[src/inc/xrfc_defs.vh]
`ifndef XRFC_DEFS_VH
`define XRFC_DEFS_VH
`define XRFC_WIDTH_1LINE 2'h0
`define XRFC_WIDTH_8LINE 2'h2
`define XRFC_OPTION_DATA_ENABLE_NONE 4'h0
`define XRFC_OPTION_DATA_ENABLE_TOP1 4'h8
`define XRFC_OPTION_DATA_ENABLE_TOP2 4'hc
`define XRFC_OPTION_DATA_ENABLE_TOP3 4'he
`define XRFC_OPTION_DATA_ENABLE_ALL4 4'hf
`define XRFC_LVL_LOW 2'h0
`define XRFC_LVL_HIGH 2'h1
`define XRFC_LVL_PREV 2'h2
`define XRFC_LVL_HIZ 2'h3
`define XRFC_DUMMY_RESET 5'h00
`define XRFC_SCK_DIV 8'h14
`define XRFC_FIFO_DEPTH 4
`endif

[src/design/xrfc_fifo.v]
`timescale 1ns/10ps
module xrfc_fifo #(
	parameter WIDTH = 32,
	parameter DEPTH = 4,
	parameter AW = 2
) (
	input wire clk,
	input wire rst,
	input wire in_valid,
	output wire in_ready,
	input wire [WIDTH-1:0] in_data,
	output wire out_valid,
	input wire out_ready,
	output wire [WIDTH-1:0] out_data
);
	reg [WIDTH-1:0] mem [0:DEPTH-1];
	reg [AW-1:0] wp;
	reg [AW-1:0] rp;
	reg [AW:0] cnt;
	wire push;
	wire pop;
	assign in_ready = (cnt != DEPTH[AW:0]);
	assign out_valid = (cnt != {(AW+1){1'b0}});
	assign out_data = mem[rp];
	assign push = in_valid & in_ready;
	assign pop = out_valid & out_ready;
	always @(posedge clk) begin
		if (rst) begin
			wp <= {AW{1'b0}};
			rp <= {AW{1'b0}};
			cnt <= {(AW+1){1'b0}};
		end else begin
			if (push) begin
				mem[wp] <= in_data;
				wp <= (wp == DEPTH[AW-1:0] - 1'b1) ? {AW{1'b0}} : wp + 1'b1;
			end
			if (pop)
				rp <= (rp == DEPTH[AW-1:0] - 1'b1) ? {AW{1'b0}} : rp + 1'b1;
			if (push & ~pop)
				cnt <= cnt + 1'b1;
			else if (pop & ~push)
				cnt <= cnt - 1'b1;
		end
	end
endmodule

[src/design/xrfc_top.v]
`timescale 1ns/10ps
`include "xrfc_defs.vh"
// Functional notes
// - Option data on one or eight lines
// - Enable field picks top N option bytes
// - Option data SDR or DDR
// - Up to four programmable option bytes sent
// - Dummy phase only when enabled
// - Dummy count one through thirty-two
// - Read data on one or eight lines
// - Read data sampled SDR or DDR
// - Idle levels per line 0..3
// - Previous choice keeps last bit and output enable
// - Lines 3,2 fixed in one-line transfer
// - Line 0 fixed in one-line read
// - Each mapped read becomes a flash frame
// - Width code 0 one line, 2 eight
// - Enable codes 8, c, e, f
// - Dummy code is count minus one
// - Levels low, high, previous, hi-z
module xrfc_top #(
	parameter SCK_DIV = `XRFC_SCK_DIV,
	parameter FIFO_DEPTH = `XRFC_FIFO_DEPTH
) (
	input wire CLK,
	input wire RST,
	input wire RD_REQ,
	output wire RD_READY,
	input wire [31:0] RD_ADDR,
	output wire RD_DATA_VALID,
	input wire RD_DATA_READY,
	output wire [31:0] RD_DATA,
	input wire [7:0] COMMAND,
	input wire COMMAND_ENABLE,
	input wire [7:0] OPTIONAL_COMMAND,
	input wire OPTIONAL_COMMAND_ENABLE,
	input wire ADDRESS_ENABLE,
	input wire [1:0] OPTION_DATA_WIDTH,
	input wire [3:0] OPTION_DATA_ENABLE,
	input wire OPTION_DATA_DOUBLE_RATE,
	input wire [7:0] OPTION_BYTE_TOP,
	input wire [7:0] OPTION_BYTE_2,
	input wire [7:0] OPTION_BYTE_1,
	input wire [7:0] OPTION_BYTE_BOTTOM,
	input wire DUMMY_PHASE_ENABLE,
	input wire [4:0] DUMMY_CYCLE_COUNT,
	input wire [1:0] READ_DATA_WIDTH,
	input wire READ_DATA_DOUBLE_RATE,
	input wire [1:0] IDLE_LEVEL_LINE3,
	input wire [1:0] IDLE_LEVEL_LINE2,
	input wire [1:0] IDLE_LEVEL_LINE1,
	input wire [1:0] IDLE_LEVEL_LINE0,
	input wire [1:0] SINGLE_LINE_LEVEL_LINE3,
	input wire [1:0] SINGLE_LINE_LEVEL_LINE2,
	input wire [1:0] SINGLE_LINE_READ_LEVEL_LINE0,
	output wire BUSY,
	output reg FLASH_CHIP_SELECT_N,
	output reg FLASH_SCK,
	input wire [7:0] FLASH_IO_IN,
	output reg [7:0] FLASH_IO_OUT,
	output reg [7:0] FLASH_IO_OE
);
	localparam ST_IDLE = 3'd0;
	localparam ST_CMD = 3'd1;
	localparam ST_OCMD = 3'd2;
	localparam ST_ADDR = 3'd3;
	localparam ST_OPT = 3'd4;
	localparam ST_DUMMY = 3'd5;
	localparam ST_DATA = 3'd6;
	localparam ST_DONE = 3'd7;

	// Apply one 2-bit level code to a line
	function [1:0] lvl_drive;
		input [1:0] code;
		input prev_bit;
		input prev_oe;
		begin
			case (code)
			`XRFC_LVL_LOW: lvl_drive = 2'b10;
			`XRFC_LVL_HIGH: lvl_drive = 2'b11;
			`XRFC_LVL_PREV: lvl_drive = {prev_oe, prev_bit};
			default: lvl_drive = 2'b00;
			endcase
		end
	endfunction

	reg [2:0] state;
	reg [7:0] div_cnt;
	reg sck_phase;
	reg [6:0] bit_cnt;
	reg [31:0] shreg;
	reg [31:0] rx;
	reg [7:0] io_in_s1;
	reg [7:0] io_in_s2;
	reg [7:0] last_out;
	reg [7:0] last_oe;
	reg fifo_push;
	reg [31:0] fifo_word;
	reg [1:0] cur_width;
	reg cur_ddr;
	reg [2:0] next_state;
	reg [6:0] phase_len;
	wire half_tick;
	wire fifo_in_ready;
	wire [1:0] d3;
	wire [1:0] d2;
	wire [1:0] d1;
	wire [1:0] d0;
	wire [1:0] f3;
	wire [1:0] f2;
	wire [1:0] f0;
	wire [2:0] opt_bytes;
	wire shift_edge;
	wire sample_edge;

	assign half_tick = (div_cnt == SCK_DIV[7:0] - 8'h01);
	assign BUSY = (state != ST_IDLE);
	// Accept a new read only when the result can be buffered
	assign RD_READY = (state == ST_IDLE) & fifo_in_ready;
	assign opt_bytes = {2'b00, OPTION_DATA_ENABLE[3]} +
		{2'b00, OPTION_DATA_ENABLE[2]} + {2'b00, OPTION_DATA_ENABLE[1]} +
		{2'b00, OPTION_DATA_ENABLE[0]};

	// Shift on falling edge, sample on rising; DDR uses both
	assign shift_edge = half_tick & (sck_phase | cur_ddr);
	assign sample_edge = half_tick & (~sck_phase | cur_ddr);

	// Skip disabled phases in fixed order
	always @* begin
		next_state = ST_DATA;
		if (state < ST_CMD && COMMAND_ENABLE)
			next_state = ST_CMD;
		else if (state < ST_OCMD && OPTIONAL_COMMAND_ENABLE)
			next_state = ST_OCMD;
		else if (state < ST_ADDR && ADDRESS_ENABLE)
			next_state = ST_ADDR;
		else if (state < ST_OPT && OPTION_DATA_ENABLE != `XRFC_OPTION_DATA_ENABLE_NONE)
			next_state = ST_OPT;
		else if (state < ST_DUMMY && DUMMY_PHASE_ENABLE)
			next_state = ST_DUMMY;
	end

	// Phase length in shift edges (sample edges for the read phase)
	always @* begin
		case (next_state)
		ST_CMD: phase_len = 7'd8;
		ST_OCMD: phase_len = 7'd8;
		ST_ADDR: phase_len = 7'd32;
		ST_OPT: begin
			if (OPTION_DATA_WIDTH == `XRFC_WIDTH_8LINE)
				phase_len = {4'h0, opt_bytes};
			else
				phase_len = {1'b0, opt_bytes, 3'b000};
		end
		ST_DUMMY: phase_len = {2'b00, DUMMY_CYCLE_COUNT} + 7'd1;
		ST_DATA: begin
			if (READ_DATA_WIDTH == `XRFC_WIDTH_8LINE)
				phase_len = 7'd4;
			else
				phase_len = 7'd32;
		end
		default: phase_len = 7'd0;
		endcase
	end

	always @(posedge CLK) begin
		if (RST) begin
			io_in_s1 <= 8'h00;
			io_in_s2 <= 8'h00;
		end else begin
			io_in_s1 <= FLASH_IO_IN;
			io_in_s2 <= io_in_s1;
		end
	end

	always @(posedge CLK) begin
		if (RST) begin
			state <= ST_IDLE;
			div_cnt <= 8'h00;
			sck_phase <= 1'b0;
			bit_cnt <= 7'd0;
			shreg <= 32'h0000_0000;
			rx <= 32'h0000_0000;
			cur_width <= `XRFC_WIDTH_1LINE;
			cur_ddr <= 1'b0;
			fifo_push <= 1'b0;
			fifo_word <= 32'h0000_0000;
			FLASH_CHIP_SELECT_N <= 1'b1;
			FLASH_SCK <= 1'b0;
		end else begin
			fifo_push <= 1'b0;
			div_cnt <= (state == ST_IDLE || half_tick) ? 8'h00 :
				div_cnt + 8'h01;
			case (state)
			ST_IDLE: begin
				sck_phase <= 1'b0;
				FLASH_SCK <= 1'b0;
				if (RD_REQ && fifo_in_ready) begin
					FLASH_CHIP_SELECT_N <= 1'b0;
					state <= next_state;
					bit_cnt <= phase_len;
					rx <= RD_ADDR;
					shreg <= {COMMAND, 24'h00_0000};
					cur_width <= `XRFC_WIDTH_1LINE;
					cur_ddr <= 1'b0;
					if (next_state == ST_OCMD)
						shreg <= {OPTIONAL_COMMAND, 24'h00_0000};
					else if (next_state == ST_ADDR)
						shreg <= RD_ADDR;
				end
			end
			ST_DONE: begin
				FLASH_SCK <= 1'b0;
				if (half_tick) begin
					FLASH_CHIP_SELECT_N <= 1'b1;
					state <= ST_IDLE;
				end
			end
			default: begin
				if (half_tick) begin
					sck_phase <= ~sck_phase;
					FLASH_SCK <= ~sck_phase;
				end
				if (sample_edge && state == ST_DATA) begin
					if (cur_width == `XRFC_WIDTH_8LINE)
						rx <= {rx[23:0], io_in_s2};
					else
						rx <= {rx[30:0], io_in_s2[1]};
				end
				if (shift_edge && state != ST_DATA) begin
					if (cur_width == `XRFC_WIDTH_8LINE)
						shreg <= {shreg[23:0], 8'h00};
					else
						shreg <= {shreg[30:0], 1'b0};
				end
				if ((state == ST_DATA ? sample_edge : shift_edge) &&
					bit_cnt != 7'd0)
					bit_cnt <= bit_cnt - 7'd1;
				if ((state == ST_DATA ? sample_edge : shift_edge) &&
					bit_cnt == 7'd1) begin
					if (state == ST_DATA) begin
						fifo_push <= 1'b1;
						fifo_word <= (cur_width == `XRFC_WIDTH_8LINE) ?
							{rx[23:0], io_in_s2} : {rx[30:0], io_in_s2[1]};
						state <= ST_DONE;
					end else begin
						state <= next_state;
						bit_cnt <= phase_len;
						if (next_state == ST_OCMD)
							shreg <= {OPTIONAL_COMMAND, 24'h00_0000};
						else if (next_state == ST_ADDR)
							shreg <= rx;
						else if (next_state == ST_OPT) begin
							// Top byte first, downward
							shreg <= {OPTION_BYTE_TOP, OPTION_BYTE_2,
								OPTION_BYTE_1, OPTION_BYTE_BOTTOM};
							cur_width <= OPTION_DATA_WIDTH;
							cur_ddr <= OPTION_DATA_DOUBLE_RATE;
						end else if (next_state == ST_DATA) begin
							cur_width <= READ_DATA_WIDTH;
							cur_ddr <= READ_DATA_DOUBLE_RATE;
						end else begin
							cur_width <= `XRFC_WIDTH_1LINE;
							cur_ddr <= 1'b0;
						end
					end
				end
			end
			endcase
		end
	end

	assign d3 = lvl_drive(IDLE_LEVEL_LINE3, last_out[3], last_oe[3]);
	assign d2 = lvl_drive(IDLE_LEVEL_LINE2, last_out[2], last_oe[2]);
	assign d1 = lvl_drive(IDLE_LEVEL_LINE1, last_out[1], last_oe[1]);
	assign d0 = lvl_drive(IDLE_LEVEL_LINE0, last_out[0], last_oe[0]);
	assign f3 = lvl_drive(SINGLE_LINE_LEVEL_LINE3, last_out[3], last_oe[3]);
	assign f2 = lvl_drive(SINGLE_LINE_LEVEL_LINE2, last_out[2], last_oe[2]);
	// Host keeps this hi-z unless reads are one line wide
	assign f0 = lvl_drive(SINGLE_LINE_READ_LEVEL_LINE0, last_out[0],
		last_oe[0]);

	// Registered pin drive; last state remembered for "previous"
	always @(posedge CLK) begin
		if (RST) begin
			FLASH_IO_OUT <= 8'h00;
			FLASH_IO_OE <= 8'h00;
			last_out <= 8'h00;
			last_oe <= 8'h00;
		end else if (state == ST_IDLE) begin
			FLASH_IO_OUT <= {4'h0, d3[0], d2[0], d1[0], d0[0]};
			FLASH_IO_OE <= {4'h0, d3[1], d2[1], d1[1], d0[1]};
		end else begin
			// Select is still low in ST_DONE: frame levels hold until it rises
			if (state == ST_DATA || state == ST_DUMMY || state == ST_DONE) begin
				if (cur_width == `XRFC_WIDTH_8LINE || (state == ST_DUMMY &&
					READ_DATA_WIDTH != `XRFC_WIDTH_1LINE)) begin
					FLASH_IO_OUT <= 8'h00;
					FLASH_IO_OE <= 8'h00;
				end else begin
					FLASH_IO_OUT <= {4'h0, f3[0], f2[0], 1'b0, f0[0]};
					FLASH_IO_OE <= {4'h0, f3[1], f2[1], 1'b0, f0[1]};
				end
			end else if (cur_width == `XRFC_WIDTH_8LINE) begin
				FLASH_IO_OUT <= shreg[31:24];
				FLASH_IO_OE <= 8'hff;
			end else begin
				FLASH_IO_OUT <= {4'h0, f3[0], f2[0], 1'b0, shreg[31]};
				FLASH_IO_OE <= {4'h0, f3[1], f2[1], 1'b0, 1'b1};
			end
			last_out <= FLASH_IO_OUT;
			last_oe <= FLASH_IO_OE;
		end
	end

	xrfc_fifo #(
		.WIDTH(32),
		.DEPTH(FIFO_DEPTH),
		.AW(2)
	) u_fifo (
		.clk(CLK),
		.rst(RST),
		.in_valid(fifo_push),
		.in_ready(fifo_in_ready),
		.in_data(fifo_word),
		.out_valid(RD_DATA_VALID),
		.out_ready(RD_DATA_READY),
		.out_data(RD_DATA)
	);
endmodule

[config.mk]
export PLATFORM = sky130hd
export DESIGN_NAME = xrfc_top
export DESIGN_NICKNAME = d
export VERILOG_FILES = /design/src/design/xrfc_fifo.v /design/src/design/xrfc_top.v
export VERILOG_INCLUDE_DIRS = /design/src /design/src/inc
export SDC_FILE = /design/constraint.sdc
export NUM_CORES = 1
export LEC_CHECK = 0
export ABC_CLOCK_PERIOD_IN_PS = 2850
export BUFFER_PORTS_ARGS = -buffer_cell sky130_fd_sc_hd__buf_2
export CORE_MARGIN = 3
export CORE_UTILIZATION = 58
export DETAILED_ROUTE_END_ITERATION = 10
export PLACE_DENSITY_LB_ADDON = 0.25
export SLEW_MARGIN = 25
export SYNTH_ARGS = -nofsm -noshare
export SYNTH_HDL_FRONTEND = slang
export SYNTH_SLANG_ARGS = --single-unit
[constraint.sdc]
create_clock -name CLK -period 2.85 [get_ports CLK]
set_input_delay 0.1425 -clock CLK [delete_from_list [all_inputs] [get_ports CLK]]
set_output_delay 0.1425 -clock CLK [all_outputs]
set_load 0.1 [all_outputs]
==> results.yml <==
final_layout:
  seqCellArea_mm2: 0.007188
  fin_area_mm2: 0.01745
  syn_to_final_growth_pct: 22.51
  diodes: 0
  layout.nets: 1731
  drive_gt1_frac: 0.2330
  multiInputGateArea_mm2: 0.006609
  nFillCells: 1677
floorplanning:
  die_x_um: 162.7
  num_io_pins: 178
  rows: 56
  die-area_mm2: 0.02647
  die_h_um: 162.7
  start_util: 0.5979
  fp.coreArea_mm2: 0.02382
drt:
  dr.pass1.iters: 6
  detail_route.wl_per_cell_um: 22.01
  drt_iter0_drc: 1472
  vias: 12340
  ant_nets: 0
  routed_via_density: 6.385
  totalWireLength_mm: 42.54
  remaining_drc_errors: 0
synth:
  synthArstFlopShare: 0
  avgSynthCellArea_um2: 10.56
  syn_inst: 1349
  ys_seq_elements: 295
  synth-edff-count: 128
  ys_warn_count: 0
  seq_area_frac_synth: 0.5046
  synth.distinct_cells: 70
  syn_area_mm2: 0.01424
  synthFlopType: "dfxtp_1"
  syn_nets: 1490
global_routing:
  antenna_found_initial: 0
  grt_pass1_wl_mm: 64.54
  grt_pass1_vias: 11860
  grt_max_degree: 65
  gr-total-overflow: 0
  grt_usage: 0.3110
cts:
  cts_root_buf: "clkbuf_16"
  clock_latency_ns: 0.56
  cts.sinks: 295
  clk_pin_slew_ns: 0.06
  numCtsBuffers: 30
  postCtsSetupBuffers: 0
  htree_levels: 1
  clock_tree.buffer_depth: 3
  cts_tree: "yes"
timing:
  finalCriticalPeriod_ns: 2.582
  relSlewSlack: 0.4837
  setup_violations: 0
  setup-tns-final_ns: 0
  hold_violations: 0
  rsz0062_at_grt: "no"
  fmax_mhz: 387.3
  clock_skew_ns: 0.01157
  report.final.slew_viol_count: 0
  layout_worst_path_cycle_share: 0.9059
  worstMarginPinSlew_ns: 0.7716
worst_setup_path:
  cp-start-kind: "flip-flop"
  worstSetupPathType: "reg2reg"
  crit_path_max_fanout: 21
  endpoint_kind: "flip-flop"
  worstPathArrival_ns: 3.05
  critPathRequiredTime_ns: 3.32
place:
  routabilityCongestion: 0.9718
  dpl_cell_area_mm2: 0.01571
  port_buffers: 177
  dp_hpwl_mm: 29.09
status:
  status: "complete, no violations"
pwr:
  leakage_nw: 6.622
  p_per_area_mw_per_mm2: 1039
  vdd_drop_max_mv: 0.7316
worst_hold_path:
  holdCritPathClass: "in2reg"
flow_run:
  cap_violations: 0
-- where the power goes --
| group | switching, mW | internal, mW | total, mW |
|---|---|---|---|
| registers | 0.709 | 4.93 | 5.63 |
| clock network | 1.65 | 2.29 | 3.94 |
| logic | 5.67 | 2.90 | 8.56 |
-- cell type report --
class | instances | share of cell area
sequential | 295 | 0.4119
clock inverter | 17 | 0.01025
clock buffer | 39 | 0.04668
timing repair buffer | 309 | 0.1243
inverter | 24 | 0.005163
tap | 319 | 0.02287
multi-input combinational | 930 | 0.3787
-- flip-flops by register name, indices dropped and copies added (netlist names), 8 cells and up, named ones only --
register	flops
FLASH_IO_OUT	8
div_cnt	8
fifo_word	32
io_in_s1	8
io_in_s2	8
rx	32
shreg	32
u_fifo.mem	128
-- worst max-delay path, stage by stage, from the launching register on --
cell,delay (ns)
dfxtp_1,0.37
ha_1,0.25
nand4bb_1,0.19
or4_1,0.60
or3_4,0.40
nor2_4,0.08
buf_4,0.27
o21ai_1,0.12
a211oi_2,0.22
-- timing repair --
item / CTS / global route
gates resized for setup: 0 / 2
hold buffers: 74 / 0
setup endpoints to repair: 0 / 7
endpoints found under the hold margin: 61 / 0
-- worst paths after layout --
path	startpoint	endpoint	slack (ns)	depth (start not counted)
max	div_cnt[0]	shreg[18]	0.27	8
min reg2reg	io_in_s1[4]	io_in_s2[4]	0.43	1
max reg2reg	div_cnt[0]	shreg[18]	0.27	8
min	OPTION_DATA_WIDTH[0]	cur_width[0]	0.01	4
-- synth_stat cells (14+ instances only) --
cell type | instances | share of area
a211oi_1 | 44 | 0.023
a211oi_2 | 19 | 0.017
a21boi_0 | 14 | 0.0074
a21oi_1 | 84 | 0.030
a22o_1 | 20 | 0.012
a31oi_1 | 22 | 0.0097
clkbuf_1 | 70 | 0.018
dfxtp_1 | 167 | 0.23
edfxtp_1 | 128 | 0.27
ha_1 | 14 | 0.012
inv_1 | 23 | 0.0061
mux2_2 | 26 | 0.021
mux2i_1 | 63 | 0.044
mux4_2 | 32 | 0.051
nand2_1 | 135 | 0.036
nand3_1 | 31 | 0.011
nor2_1 | 108 | 0.028
nor2b_1 | 22 | 0.0097
nor3_1 | 18 | 0.0063
o211ai_1 | 39 | 0.021
o21a_1 | 20 | 0.011
o21ai_0 | 23 | 0.0081
o21ai_1 | 29 | 0.010
-- placed cells by master, fill, tap and decap left out, drive strengths merged, types with 39 or more instances in the layout --
| master | instances |
|---|---|
| clkbuf | 39 |
| mux2i | 63 |
| nor2 | 111 |
| dfxtp | 167 |
| o211ai | 39 |
| a21oi | 84 |
| nand2 | 135 |
| o21ai | 52 |
| buf | 235 |
| edfxtp | 128 |
| a211oi | 63 |
| dlygate4sd3 | 74 |
-- metrics by stage --
step	hold slack [ns]	setup WS [ns]	utilization	instances	power [mW]
after CTS	0.002807	0.1239	0.7321	1933	17.97
after detailed placement	0.3564	0.1221	0.6593	1803	13.92
after global routing	0.03948	0.04882	0.7325	1933	18.92
final	0.009560	0.2681	0.7325	1933	18.14
after global placement	0.3525	0.2909	0.6593	1803	13.79
after floorplan	0.2512	0.08372	-	1349	11.54
-- cells by family after synthesis --
| family | after synthesis | synth area share |
|---|---|---|
| mux | 121 | 0.1154 |
| simple gates | 395 | 0.1311 |
| flops | 295 | 0.5046 |
| compound gates | 388 | 0.1925 |
| buf+inv | 124 | 0.03514 |
| fa+ha+maj | 16 | 0.01511 |
| xor+xnor | 10 | 0.006149 |
-- layer usage --
layer	GRT usage	vias to the layer above	share of wire	routed length (um)
li1	-	5594	-	-
met1	0.4296	5957	0.41	17230
met5	0	-	0	0
met2	0.5121	687	0.48	20230
met4	0.09343	0	0.029	1222
met3	0.04730	104	0.091	3861
Power figures use the tool's default switching activity.
